File: config.mk
export PLATFORM = sky130hd
export DESIGN_NAME = hsi_slave
export DESIGN_NICKNAME = d
export VERILOG_FILES = /design/src/hw/hsi_pkg.sv /design/src/hw/hsi_fifo.sv /design/src/hw/hsi_slave.sv
export SDC_FILE = /design/constraint.sdc
export NUM_CORES = 1
export LEC_CHECK = 0
export BUFFER_PORTS_ARGS = -buffer_cell sky130_fd_sc_hd__clkbuf_2
export CORE_ASPECT_RATIO = 0.6
export CORE_MARGIN = 1.5
export CORE_UTILIZATION = 30
export DETAILED_ROUTE_END_ITERATION = 12
export MAX_ROUTING_LAYER = met4
export PLACE_DENSITY = 0.45
export SLEW_MARGIN = 0
export SYNTH_ARGS = -nofsm -noshare
export SYNTH_HDL_FRONTEND = slang
export SYNTH_HIERARCHICAL = 1
export SYNTH_SLANG_ARGS = --single-unit
File: constraint.sdc
create_clock -name clock_in -period 3.5 [get_ports clock_in]
set_clock_uncertainty 0.05 [all_clocks]
set_input_delay 0.175 -clock clock_in [delete_from_list [all_inputs] [get_ports clock_in]]
set_output_delay 0.175 -clock clock_in [all_outputs]
set_load 0.01 [all_outputs]
File: src/hw/hsi_pkg.sv
// Package for the hall sensor I2C register slave.
// Assumes a 40 MHz system clock; all bus pins arrive asynchronously.
package hsi_pkg;

  localparam int unsigned CLK_PERIOD_NS = 25;
  // Spike rejection time and SDA hold delay, in ns.
  localparam int unsigned SPIKE_NS = 50;
  localparam int unsigned SDA_HOLD_NS = 120;
  localparam int unsigned SDA_HOLD_MAX_NS = 260;
  // Least time rounds up for the spike filter; hold delay rounds down.
  localparam int unsigned SPIKE_CYC = (SPIKE_NS + CLK_PERIOD_NS - 1) / CLK_PERIOD_NS;
  localparam int unsigned SDA_HOLD_CYC = (SDA_HOLD_NS / CLK_PERIOD_NS) < 1 ? 1 : (SDA_HOLD_NS / CLK_PERIOD_NS);

  // Upper six address bits are fixed; the lowest follows the select pin.
  localparam logic [5:0] DEV_ADDR_HI = 6'h2b;

  localparam logic [7:0] IDX_RESULT_LO = 8'h00;
  localparam logic [7:0] IDX_RESULT_HI = 8'h01;
  localparam logic [7:0] IDX_OP_CFG = 8'h02;
  localparam logic [7:0] IDX_TRIM_LO = 8'h03;
  localparam logic [7:0] IDX_TRIM_HI = 8'h04;
  localparam logic [7:0] IDX_GAIN = 8'h0b;

  localparam int unsigned CFG_PD_BIT = 0;
  localparam int unsigned CFG_POL_BIT = 1;
  localparam int unsigned CFG_SLOW_BIT = 2;
  localparam int unsigned HI_PARITY_BIT = 2;
  localparam int unsigned HI_OCF_BIT = 3;

  localparam logic [7:0] OP_CFG_RST = 8'h00;
  localparam logic [7:0] GAIN_RST = 8'h00;
  localparam logic [7:0] PTR_RST = 8'h00;
  localparam int unsigned FIFO_DEPTH = 16;

  typedef enum logic [2:0] {
    ST_IDLE = 3'b000,
    ST_ADDR = 3'b001,
    ST_ADDR_ACK = 3'b010,
    ST_WR_BYTE = 3'b011,
    ST_WR_ACK = 3'b100,
    ST_RD_BYTE = 3'b101,
    ST_RD_ACK = 3'b110
  } hsi_state_e;

  // One received register write, queued toward the register file.
  typedef struct packed {
    logic [7:0] idx;
    logic [7:0] data;
  } hsi_wr_s;

  // Settings handed to the sensor core.
  typedef struct packed {
    logic power_down;
    logic pol_reversed;
    logic slow_mode;
    logic [1:0] gain_range;
  } hsi_cfg_s;

endpackage

File: src/hw/hsi_fifo.sv
// Synchronous FIFO with valid/ready on both sides.
// Assumes one clock and an active-low reset already synchronised.
`timescale 1ns/10ps
module hsi_fifo #(
  parameter int unsigned WIDTH = 16,
  parameter int unsigned DEPTH = 16
) (
  input wire logic clock_in,
  input wire logic rstn_in,
  input wire logic [WIDTH-1:0] in_data_in,
  input wire logic in_valid_in,
  output logic in_ready_out,
  output logic [WIDTH-1:0] out_data_out,
  output logic out_valid_out,
  input wire logic out_ready_in
);
  localparam int unsigned AW = $clog2(DEPTH);
  logic [WIDTH-1:0] mem_q [DEPTH];
  logic [AW:0] wr_q;
  logic [AW:0] rd_q;
  logic full;
  logic empty;

  assign full = (wr_q[AW] != rd_q[AW]) && (wr_q[AW-1:0] == rd_q[AW-1:0]);
  assign empty = wr_q == rd_q;
  assign in_ready_out = !full;
  assign out_valid_out = !empty;
  assign out_data_out = mem_q[rd_q[AW-1:0]];

  always_ff @(posedge clock_in or negedge rstn_in)
  begin
    if (!rstn_in)
      wr_q <= '0;
    else if (in_valid_in && !full)
      wr_q <= wr_q + 1'b1;
  end

  always_ff @(posedge clock_in)
  begin
    if (in_valid_in && !full)
      mem_q[wr_q[AW-1:0]] <= in_data_in;
  end

  always_ff @(posedge clock_in or negedge rstn_in)
  begin
    if (!rstn_in)
      rd_q <= '0;
    else if (out_ready_in && !empty)
      rd_q <= rd_q + 1'b1;
  end
endmodule

File: src/hw/hsi_slave.sv
// I2C register slave of the linear hall sensor: filters, protocol engine, registers.
// Assumes SCL and SDA are sampled asynchronous pins and the sensor core drives result inputs.
// Functional notes
// - STOP or repeated START ends a transfer; repeated START restarts address phase.
// - Every byte travels most significant bit first.
// - First byte holds 7-bit address plus direction; acknowledged on match.
// - Byte after write address loads pointer; acknowledged only if index valid.
// - Writes to invalid or read-only index are dropped with NACK; writable ones stored and acknowledged.
// - Pointer advances after every data byte, read or write, valid or not.
// - Reads start at current pointer, kept from the previous access.
// - Reading an invalid index returns zero and still advances the pointer.
// - Sequential access runs across all indices, wrapping around.
// - SDA and SCL filters reject pulses shorter than 50 ns.
// - SDA is delayed 100 ns (four clocks), under 260 ns, before start/stop detection.
// - Result low byte at 00h, upper two bits at 01h bits 1:0.
// - Index 01h bit 2 is even parity over the ten result bits.
// - Index 01h bit 3 shows offset loop done.
// - Index 02h bit 0 selects power down; default normal.
// - Index 02h bit 1 selects reversed polarity; default normal.
// - Index 02h bit 2 selects slow averaging mode; default fast.
// - Indices 03h/04h show the 10-bit compensation value kept by device.
// - Index 0Bh bits 1:0 select input range; default code 0.
// - Address is fixed upper six bits, lowest bit from select pin.
// - The slave never stretches SCL.
`timescale 1ns/10ps
module hsi_slave (
  input wire logic clock_in,
  input wire logic rstn_in,
  input wire logic scl_in,
  input wire logic sda_in,
  output logic sda_out,
  output logic sda_oe_n_out,
  input wire logic addr_sel_in,
  input wire logic [9:0] field_result_bits_in,
  input wire logic offset_loop_done_in,
  input wire logic [9:0] comp_trim_value_in,
  input wire logic comp_trim_load_in,
  output hsi_pkg::hsi_cfg_s cfg_out,
  output logic [9:0] comp_trim_value_out
);

  ////////////////////////////////////////////////////////////////////////////
  logic rst_m_q;
  logic rstn_q;
  always_ff @(posedge clock_in or negedge rstn_in)
  begin
    if (!rstn_in)
    begin
      rst_m_q <= 1'b0;
      rstn_q <= 1'b0;
    end
    else
    begin
      rst_m_q <= 1'b1;
      rstn_q <= rst_m_q;
    end
  end

  function automatic logic valid_idx(input logic [7:0] idx);
    valid_idx = (idx <= hsi_pkg::IDX_TRIM_HI) || (idx == hsi_pkg::IDX_GAIN);
  endfunction
  function automatic logic writable_idx(input logic [7:0] idx);
    writable_idx = valid_idx(idx) && (idx >= hsi_pkg::IDX_OP_CFG);
  endfunction

  ////////////////////////////////////////////////////////////////////////////
  // Pin synchronisers, then spike filters that accept a level only after it held.
  logic [1:0] scl_sync_q;
  logic [1:0] sda_sync_q;
  logic [1:0] sel_sync_q;
  logic [2:0] scl_cnt_q;
  logic [2:0] sda_cnt_q;
  logic scl_f_q;
  logic sda_f_q;
  logic [hsi_pkg::SDA_HOLD_CYC-1:0] sda_dly_q;
  logic scl_prev_q;
  logic sda_dly_prev_q;

  always_ff @(posedge clock_in or negedge rstn_q)
  begin
    if (!rstn_q)
    begin
      scl_sync_q <= 2'b11;
      sda_sync_q <= 2'b11;
      sel_sync_q <= 2'b00;
    end
    else
    begin
      scl_sync_q <= {scl_sync_q[0], scl_in};
      sda_sync_q <= {sda_sync_q[0], sda_in};
      sel_sync_q <= {sel_sync_q[0], addr_sel_in};
    end
  end

  always_ff @(posedge clock_in or negedge rstn_q)
  begin
    if (!rstn_q)
    begin
      scl_cnt_q <= '0;
      scl_f_q <= 1'b1;
    end
    else if (scl_sync_q[1] == scl_f_q)
      scl_cnt_q <= '0;
    else if (scl_cnt_q >= 3'(hsi_pkg::SPIKE_CYC))
    begin
      scl_f_q <= scl_sync_q[1];
      scl_cnt_q <= '0;
    end
    else
      scl_cnt_q <= scl_cnt_q + 3'h1;
  end

  always_ff @(posedge clock_in or negedge rstn_q)
  begin
    if (!rstn_q)
    begin
      sda_cnt_q <= '0;
      sda_f_q <= 1'b1;
    end
    else if (sda_sync_q[1] == sda_f_q)
      sda_cnt_q <= '0;
    else if (sda_cnt_q >= 3'(hsi_pkg::SPIKE_CYC))
    begin
      sda_f_q <= sda_sync_q[1];
      sda_cnt_q <= '0;
    end
    else
      sda_cnt_q <= sda_cnt_q + 3'h1;
  end

  // The delayed SDA copy bridges the slow SCL fall so data changes are not seen as start/stop.
  always_ff @(posedge clock_in or negedge rstn_q)
  begin
    if (!rstn_q)
    begin
      sda_dly_q <= '1;
      scl_prev_q <= 1'b1;
      sda_dly_prev_q <= 1'b1;
    end
    else
    begin
      sda_dly_q <= {sda_dly_q[hsi_pkg::SDA_HOLD_CYC-2:0], sda_f_q};
      scl_prev_q <= scl_f_q;
      sda_dly_prev_q <= sda_dly_q[hsi_pkg::SDA_HOLD_CYC-1];
    end
  end

  logic sda_d;
  logic scl_rise;
  logic scl_fall;
  logic start_ev;
  logic stop_ev;
  assign sda_d = sda_dly_q[hsi_pkg::SDA_HOLD_CYC-1];
  assign scl_rise = scl_f_q && !scl_prev_q;
  assign scl_fall = !scl_f_q && scl_prev_q;
  assign start_ev = scl_f_q && scl_prev_q && sda_dly_prev_q && !sda_d;
  assign stop_ev = scl_f_q && scl_prev_q && !sda_dly_prev_q && sda_d;

  ////////////////////////////////////////////////////////////////////////////
  // Protocol engine. Bits are sampled at SCL rise; SDA changes only after SCL fall.
  hsi_pkg::hsi_state_e state_q;
  logic [3:0] bit_q;
  logic [7:0] shift_q;
  logic [7:0] ptr_q;
  logic ptr_seen_q;
  logic ack_q;
  logic master_nack_q;
  logic [7:0] tx_q;
  logic [7:0] rd_data;
  logic wr_valid;
  logic wr_ready;
  hsi_pkg::hsi_wr_s wr_item;
  logic byte_done;

  assign byte_done = scl_fall && (bit_q == 4'h8);
  assign wr_item.idx = ptr_q;
  assign wr_item.data = shift_q;
  // A data byte goes to the queue at the end of its ACK slot, only for writable indices.
  assign wr_valid = (state_q == hsi_pkg::ST_WR_ACK) && scl_fall && ack_q && ptr_seen_q;

  always_ff @(posedge clock_in or negedge rstn_q)
  begin
    if (!rstn_q)
      bit_q <= '0;
    else if (start_ev || scl_fall && (state_q == hsi_pkg::ST_ADDR_ACK || state_q == hsi_pkg::ST_WR_ACK
             || state_q == hsi_pkg::ST_RD_ACK))
      bit_q <= '0;
    else if (scl_rise && bit_q < 4'h8)
      bit_q <= bit_q + 4'h1;
  end

  always_ff @(posedge clock_in or negedge rstn_q)
  begin
    if (!rstn_q)
      shift_q <= '0;
    else if (scl_rise && bit_q < 4'h8)
      shift_q <= {shift_q[6:0], sda_f_q};
  end

  always_ff @(posedge clock_in or negedge rstn_q)
  begin
    if (!rstn_q)
      state_q <= hsi_pkg::ST_IDLE;
    else if (start_ev)
      state_q <= hsi_pkg::ST_ADDR;
    else if (stop_ev)
      state_q <= hsi_pkg::ST_IDLE;
    else
    begin
      case (state_q)
        hsi_pkg::ST_IDLE: state_q <= hsi_pkg::ST_IDLE;
        hsi_pkg::ST_ADDR:
          if (byte_done)
            state_q <= (shift_q[7:1] == {hsi_pkg::DEV_ADDR_HI, sel_sync_q[1]}) ? hsi_pkg::ST_ADDR_ACK
                       : hsi_pkg::ST_IDLE;
        hsi_pkg::ST_ADDR_ACK:
          if (scl_fall)
            state_q <= shift_q[0] ? hsi_pkg::ST_RD_BYTE : hsi_pkg::ST_WR_BYTE;
        hsi_pkg::ST_WR_BYTE:
          if (byte_done)
            state_q <= hsi_pkg::ST_WR_ACK;
        hsi_pkg::ST_WR_ACK:
          if (scl_fall)
            state_q <= hsi_pkg::ST_WR_BYTE;
        hsi_pkg::ST_RD_BYTE:
          if (byte_done)
            state_q <= hsi_pkg::ST_RD_ACK;
        hsi_pkg::ST_RD_ACK:
          if (scl_fall)
            state_q <= master_nack_q ? hsi_pkg::ST_IDLE : hsi_pkg::ST_RD_BYTE;
        default: state_q <= hsi_pkg::ST_IDLE;
      endcase
    end
  end

  // Master acknowledge is sampled at SCL rise of the ninth read clock.
  always_ff @(posedge clock_in or negedge rstn_q)
  begin
    if (!rstn_q)
      master_nack_q <= 1'b0;
    else if (state_q == hsi_pkg::ST_RD_ACK && scl_rise)
      master_nack_q <= sda_f_q;
  end

  always_ff @(posedge clock_in or negedge rstn_q)
  begin
    if (!rstn_q)
    begin
      ptr_q <= hsi_pkg::PTR_RST;
      ptr_seen_q <= 1'b0;
      ack_q <= 1'b0;
    end
    else if (start_ev)
      ptr_seen_q <= 1'b0;
    else if (state_q == hsi_pkg::ST_ADDR && byte_done)
      ack_q <= 1'b1;
    else if (state_q == hsi_pkg::ST_WR_BYTE && byte_done)
    begin
      if (!ptr_seen_q)
      begin
        ptr_q <= shift_q;
        ack_q <= valid_idx(shift_q);
      end
      else
        ack_q <= writable_idx(ptr_q) && wr_ready;
    end
    else if (state_q == hsi_pkg::ST_WR_ACK && scl_fall)
    begin
      if (ptr_seen_q)
        ptr_q <= ptr_q + 8'h01;
      ptr_seen_q <= 1'b1;
    end
    else if (state_q == hsi_pkg::ST_RD_BYTE && byte_done)
      ptr_q <= ptr_q + 8'h01;
  end

  // Transmit byte is loaded from the pointer at each read byte start.
  always_ff @(posedge clock_in or negedge rstn_q)
  begin
    if (!rstn_q)
      tx_q <= '0;
    else if (scl_fall && (state_q == hsi_pkg::ST_ADDR_ACK || state_q == hsi_pkg::ST_RD_ACK))
      tx_q <= rd_data;
    else if (state_q == hsi_pkg::ST_RD_BYTE && scl_fall)
      tx_q <= {tx_q[6:0], 1'b0};
  end

  // Open-drain drive; SDA changes only on SCL fall so no stretching is ever needed.
  always_ff @(posedge clock_in or negedge rstn_q)
  begin
    if (!rstn_q)
      sda_oe_n_out <= 1'b1;
    else if (start_ev || stop_ev)
      sda_oe_n_out <= 1'b1;
    else if (scl_fall)
    begin
      if ((state_q == hsi_pkg::ST_ADDR || state_q == hsi_pkg::ST_WR_BYTE) && bit_q == 4'h8)
        sda_oe_n_out <= !(state_q == hsi_pkg::ST_ADDR ?
          (shift_q[7:1] == {hsi_pkg::DEV_ADDR_HI, sel_sync_q[1]}) : (ptr_seen_q ? (writable_idx(ptr_q) && wr_ready)
          : valid_idx(shift_q)));
      else if (state_q == hsi_pkg::ST_ADDR_ACK && shift_q[0])
        sda_oe_n_out <= rd_data[7];
      else if (state_q == hsi_pkg::ST_RD_ACK && !master_nack_q)
        sda_oe_n_out <= rd_data[7];
      else if (state_q == hsi_pkg::ST_RD_BYTE && bit_q < 4'h8)
        sda_oe_n_out <= tx_q[6];
      else
        sda_oe_n_out <= 1'b1;
    end
  end

  assign sda_out = 1'b0;

  ////////////////////////////////////////////////////////////////////////////
  // Register file. Writes pass through a queue so the bit engine never waits on it.
  logic [7:0] op_cfg_q;
  logic [7:0] trim_lo_q;
  logic [7:0] trim_hi_q;
  logic [7:0] gain_q;
  hsi_pkg::hsi_wr_s q_item;
  logic q_valid;

  hsi_fifo #(.WIDTH(16), .DEPTH(hsi_pkg::FIFO_DEPTH)) u_wr_fifo (
    .clock_in(clock_in),
    .rstn_in(rstn_q),
    .in_data_in(wr_item),
    .in_valid_in(wr_valid),
    .in_ready_out(wr_ready),
    .out_data_out(q_item),
    .out_valid_out(q_valid),
    .out_ready_in(1'b1)
  );

  always_ff @(posedge clock_in or negedge rstn_q)
  begin
    if (!rstn_q)
    begin
      op_cfg_q <= hsi_pkg::OP_CFG_RST;
      gain_q <= hsi_pkg::GAIN_RST;
    end
    else if (q_valid)
    begin
      if (q_item.idx == hsi_pkg::IDX_OP_CFG)
        op_cfg_q <= q_item.data;
      if (q_item.idx == hsi_pkg::IDX_GAIN)
        gain_q <= q_item.data;
    end
  end

  // The trim value belongs to the device; a load from the core wins over a bus write.
  always_ff @(posedge clock_in or negedge rstn_q)
  begin
    if (!rstn_q)
    begin
      trim_lo_q <= '0;
      trim_hi_q <= '0;
    end
    else if (comp_trim_load_in)
    begin
      trim_lo_q <= comp_trim_value_in[7:0];
      trim_hi_q <= {trim_hi_q[7:2], comp_trim_value_in[9:8]};
    end
    else if (q_valid)
    begin
      if (q_item.idx == hsi_pkg::IDX_TRIM_LO)
        trim_lo_q <= q_item.data;
      if (q_item.idx == hsi_pkg::IDX_TRIM_HI)
        trim_hi_q <= q_item.data;
    end
  end

  always_comb
  begin
    case (ptr_q)
      hsi_pkg::IDX_RESULT_LO: rd_data = field_result_bits_in[7:0];
      hsi_pkg::IDX_RESULT_HI: rd_data = {4'h0, offset_loop_done_in, ^field_result_bits_in,
                                         field_result_bits_in[9:8]};
      hsi_pkg::IDX_OP_CFG: rd_data = op_cfg_q;
      hsi_pkg::IDX_TRIM_LO: rd_data = trim_lo_q;
      hsi_pkg::IDX_TRIM_HI: rd_data = trim_hi_q;
      hsi_pkg::IDX_GAIN: rd_data = gain_q;
      default: rd_data = 8'h00;
    endcase
  end

  always_ff @(posedge clock_in or negedge rstn_q)
  begin
    if (!rstn_q)
    begin
      cfg_out <= '0;
      comp_trim_value_out <= '0;
    end
    else
    begin
      cfg_out.power_down <= op_cfg_q[hsi_pkg::CFG_PD_BIT];
      cfg_out.pol_reversed <= op_cfg_q[hsi_pkg::CFG_POL_BIT];
      cfg_out.slow_mode <= op_cfg_q[hsi_pkg::CFG_SLOW_BIT];
      cfg_out.gain_range <= gain_q[1:0];
      comp_trim_value_out <= {trim_hi_q[1:0], trim_lo_q};
    end
  end
endmodule

==> flow_summary.yaml <==
placed_design:
  gp_congestion: 0.811
  io_buffers: 42
  place_hpwl_um: 27700
  dp_slack_ns: -0.0706
cells_and_area:
  nNetsFinal: 1126
  drive_gt1_share_pct: 23.3
  final_cell_mix: "edfxtp_1, dfrtp_1, mux2i_1"
  final_common_cell: "edfxtp_1"
  fillers: 4910
  syn_to_final_growth_pct: 17.5
  fin_util_pct: 35.7
  diodes: 0
global_route:
  track_usage_pct: 16.2
  grt_pass1_wl_um: 60400
  antenna_found_initial: 0
  grt_pass1_vias: 8514
  grt_overflow: 0
  grt_max_degree: 71
critical_path:
  critPathCaptureType: "flop"
  path_class: "flop to flop"
  cp.arrival_ns: 3.66
  worst-endpoint-required_ns: 3.85
  crit_path_frequent_cell: "buf_4"
  cp_max_fo: 12
  path_buf_inv: 2
  cp_top_family: "simple AND/OR/NAND/NOR gates"
  max_stage_delay_ns: 0.53
  critPathLaunchType: "flop"
  path_cells: "buf_4, mux4_2, a32oi_1, o21ai_1, nor4_2, buf_4, nor4bb_2, nand3b_1, or2_1, mux2_1"
  critPathSlowestCell: "dfrtp_4"
floorplanning:
  io_pins: 44
  rows: 64
  die_x_um: 297
  die_y_um: 179
  core_mm2: 0.0510
  dieArea_mm2: 0.0531
  start_util_pct: 30.4
clocking:
  worstSkewPairLatency_ns: 0.53
  cts_sinks: 369
  clk_pin_slew_ns: 0.06
  h-tree-depth: 2
  cts_root_buf: "clkbuf_16"
  cts_buffer_depth: 3
  cts_tree: "done"
  cts_made_buffers: 34
power:
  max-vdd-ir-drop_mv: 0.485
  pwr-share-clk_pct: 29.2
  p_int_mw: 8.91
  p_per_area_mw_per_mm2: 719
  sw_frac_of_total_pct: 32.0
  power_switching_mw: 4.19
  seqPwrFrac_pct: 45.4
  leakage_nw: 6.80
  comb_power_share_pct: 25.4
sta:
  fmax_ghz: 0.302
  worstMarginPinSlew_ns: 1.19
  period_minus_slack_ns: 3.31
  slew_viol_final: 0
  finalHoldViolations: 0
  period_share_pct: 94.6
  setup_viol: 0
  tns_ns: 0
  fin_ws_ns: 0.188
  slew_headroom_pct: 20.1
synth:
  syn_area_mm2: 0.0155
  yosysWarningCount: 6
  ys_seq_area_share_pct: 67.9
  synth_ff_type: "edfxtp_1"
  synthCells: 974
  ys_ff_latch: 369
  async_flop_share_pct: 30.6
  synth_cell_type_count: 84
  avgSynthCellArea_um2: 15.9
  synth_edf_count: 256
routing:
  remaining_drc_errors: 0
  drt-pass1-iter-count: 7
  antenna_left: 0
  wirelength_um: 41200
  wire_per_inst_um: 22.9
  viasPerCell: 5.01
  drtIter0Drc: 793
  num_vias: 9011
job:
  cap_violations: 0
outcome:
  status: "finished, final reports clean"
worst_hold_path:
  hp-class: "input pin to flop"
## sequential cells by signal, summed over array words and instances (netlist names), 4 cells and up
signal,count
bit_q,4
cfg_out,5
comp_trim_value_out,10
gain_q,8
op_cfg_q,8
ptr_q,8
sda_dly_q,4
shift_q,8
trim_hi_q,8
trim_lo_q,8
tx_q,7
u_wr_fifo/mem_q,256
u_wr_fifo/rd_q,5
u_wr_fifo/wr_q,5
## final timing paths
| kind | endpoint | slack [ns] | start | cells after the start |
|---|---|---|---|---|
| worst max register to register | trim_hi_q[3]$_DFFE_PN0P_ | 0.19 | u_wr_fifo/rd_q[0]$_DFFE_PN0P_ | 10 |
| worst min-delay path | tx_q[5]$_DFFE_PN0P_ | 0.04 | field_result_bits_in[5] | 4 |
| worst max-delay path | trim_hi_q[3]$_DFFE_PN0P_ | 0.19 | u_wr_fifo/rd_q[0]$_DFFE_PN0P_ | 10 |
| min in group asynchronous | tx_q[6]$_DFFE_PN0P_ | 0.43 | rstn_q$_DFF_PN0_ | 0 |
| max in group asynchronous | comp_trim_value_out[9]$_DFF_PN0_ | 2.21 | rstn_q$_DFF_PN0_ | 1 |
| worst min register to register | sel_sync_q[1]$_DFF_PN0_ | 0.31 | sel_sync_q[0]$_DFF_PN0_ | 0 |
## area by class of cell
type / count / area, um^2 / share of cell area (%)
clock buffers: 44 / 951 / 5.22
clock inverters: 13 / 163 / 0.893
inverters: 17 / 63.8 / 0.350
multi-input cells: 540 / 4700 / 25.8
flip-flops and latches: 369 / 10500 / 57.9
well taps: 693 / 867 / 4.76
repair buffers: 123 / 938 / 5.15
## what timing repair did
action,4_1_cts,5_1_grt
hold buffers,15,0
gates resized for setup,1,2
pin swaps,0,1
endpoints found under the setup margin,6,6
buffers inserted,0,5
hold endpoints to repair,15,0
## power by group through the flow
stage	combinational [mW]	clock, mW	sequential (mW)
2_1_floorplan	2.23	0	5.64
5_1_grt	3.59	4.13	6.04
3_3_place_gp	3.16	0	6.07
6_report	3.32	3.83	5.94
4_1_cts	3.21	3.92	6.00
3_5_place_dp	3.17	0	6.09
## stage by stage
stage                     power [mW]  instance area, um^2  hold slack (ns)  cells
after detailed placement        9.26                16900          -0.0825   1722
after global placement          9.24                16900          -0.0889   1722
final                           13.1                18200           0.0424   1799
after floorplan                 7.88                15500           -0.171    978
after CTS                       13.1                18200           0.0240   1794
after global routing            13.8                18200           0.0590   1799
## routing by layer
metal  wire length (um)  part of all wire (%)  global-route usage (%)
met5                  0                     0                       -
met4                430                   1.0                    2.25
met3               2870                   7.0                    3.68
met2              14500                    35                    18.1
met1              23400                    57                    28.0
## cells in the mapped netlist (14+ instances only)
library cell	instances	area [um^2]
a21oi_1	25	125
a22oi_1	19	143
a32oi_1	16	140
clkbuf_1	25	93.8
dfrtp_1	100	2500
edfxtp_1	256	7690
ha_1	14	175
inv_1	16	60.1
mux2_1	31	349
mux2i_1	60	601
mux4_2	47	1060
nand2_1	43	161
nor2_1	49	184
nor3_1	16	80.1
o21ai_0	18	90.1
o21ai_1	27	135
xnor2_1	20	175
## tightest hold or removal path, cell delays in order
cell	delay [ns]
clkbuf_2	0.09
nand3_1	0.06
a211o_1	0.16
a21oi_1	0.07
## cells by family after synthesis
logic type | after synthesis | share of synthesized area (%)
buf+inv | 69 | 2.37
flops | 369 | 67.9
simple gates | 187 | 6.27
fa+ha+maj | 14 | 1.13
compound gates | 161 | 7.11
xor+xnor | 26 | 1.56
other cells | 2 | 0.0484
mux | 146 | 13.6
No activity file was read; power rests on OpenSTA's default activity.
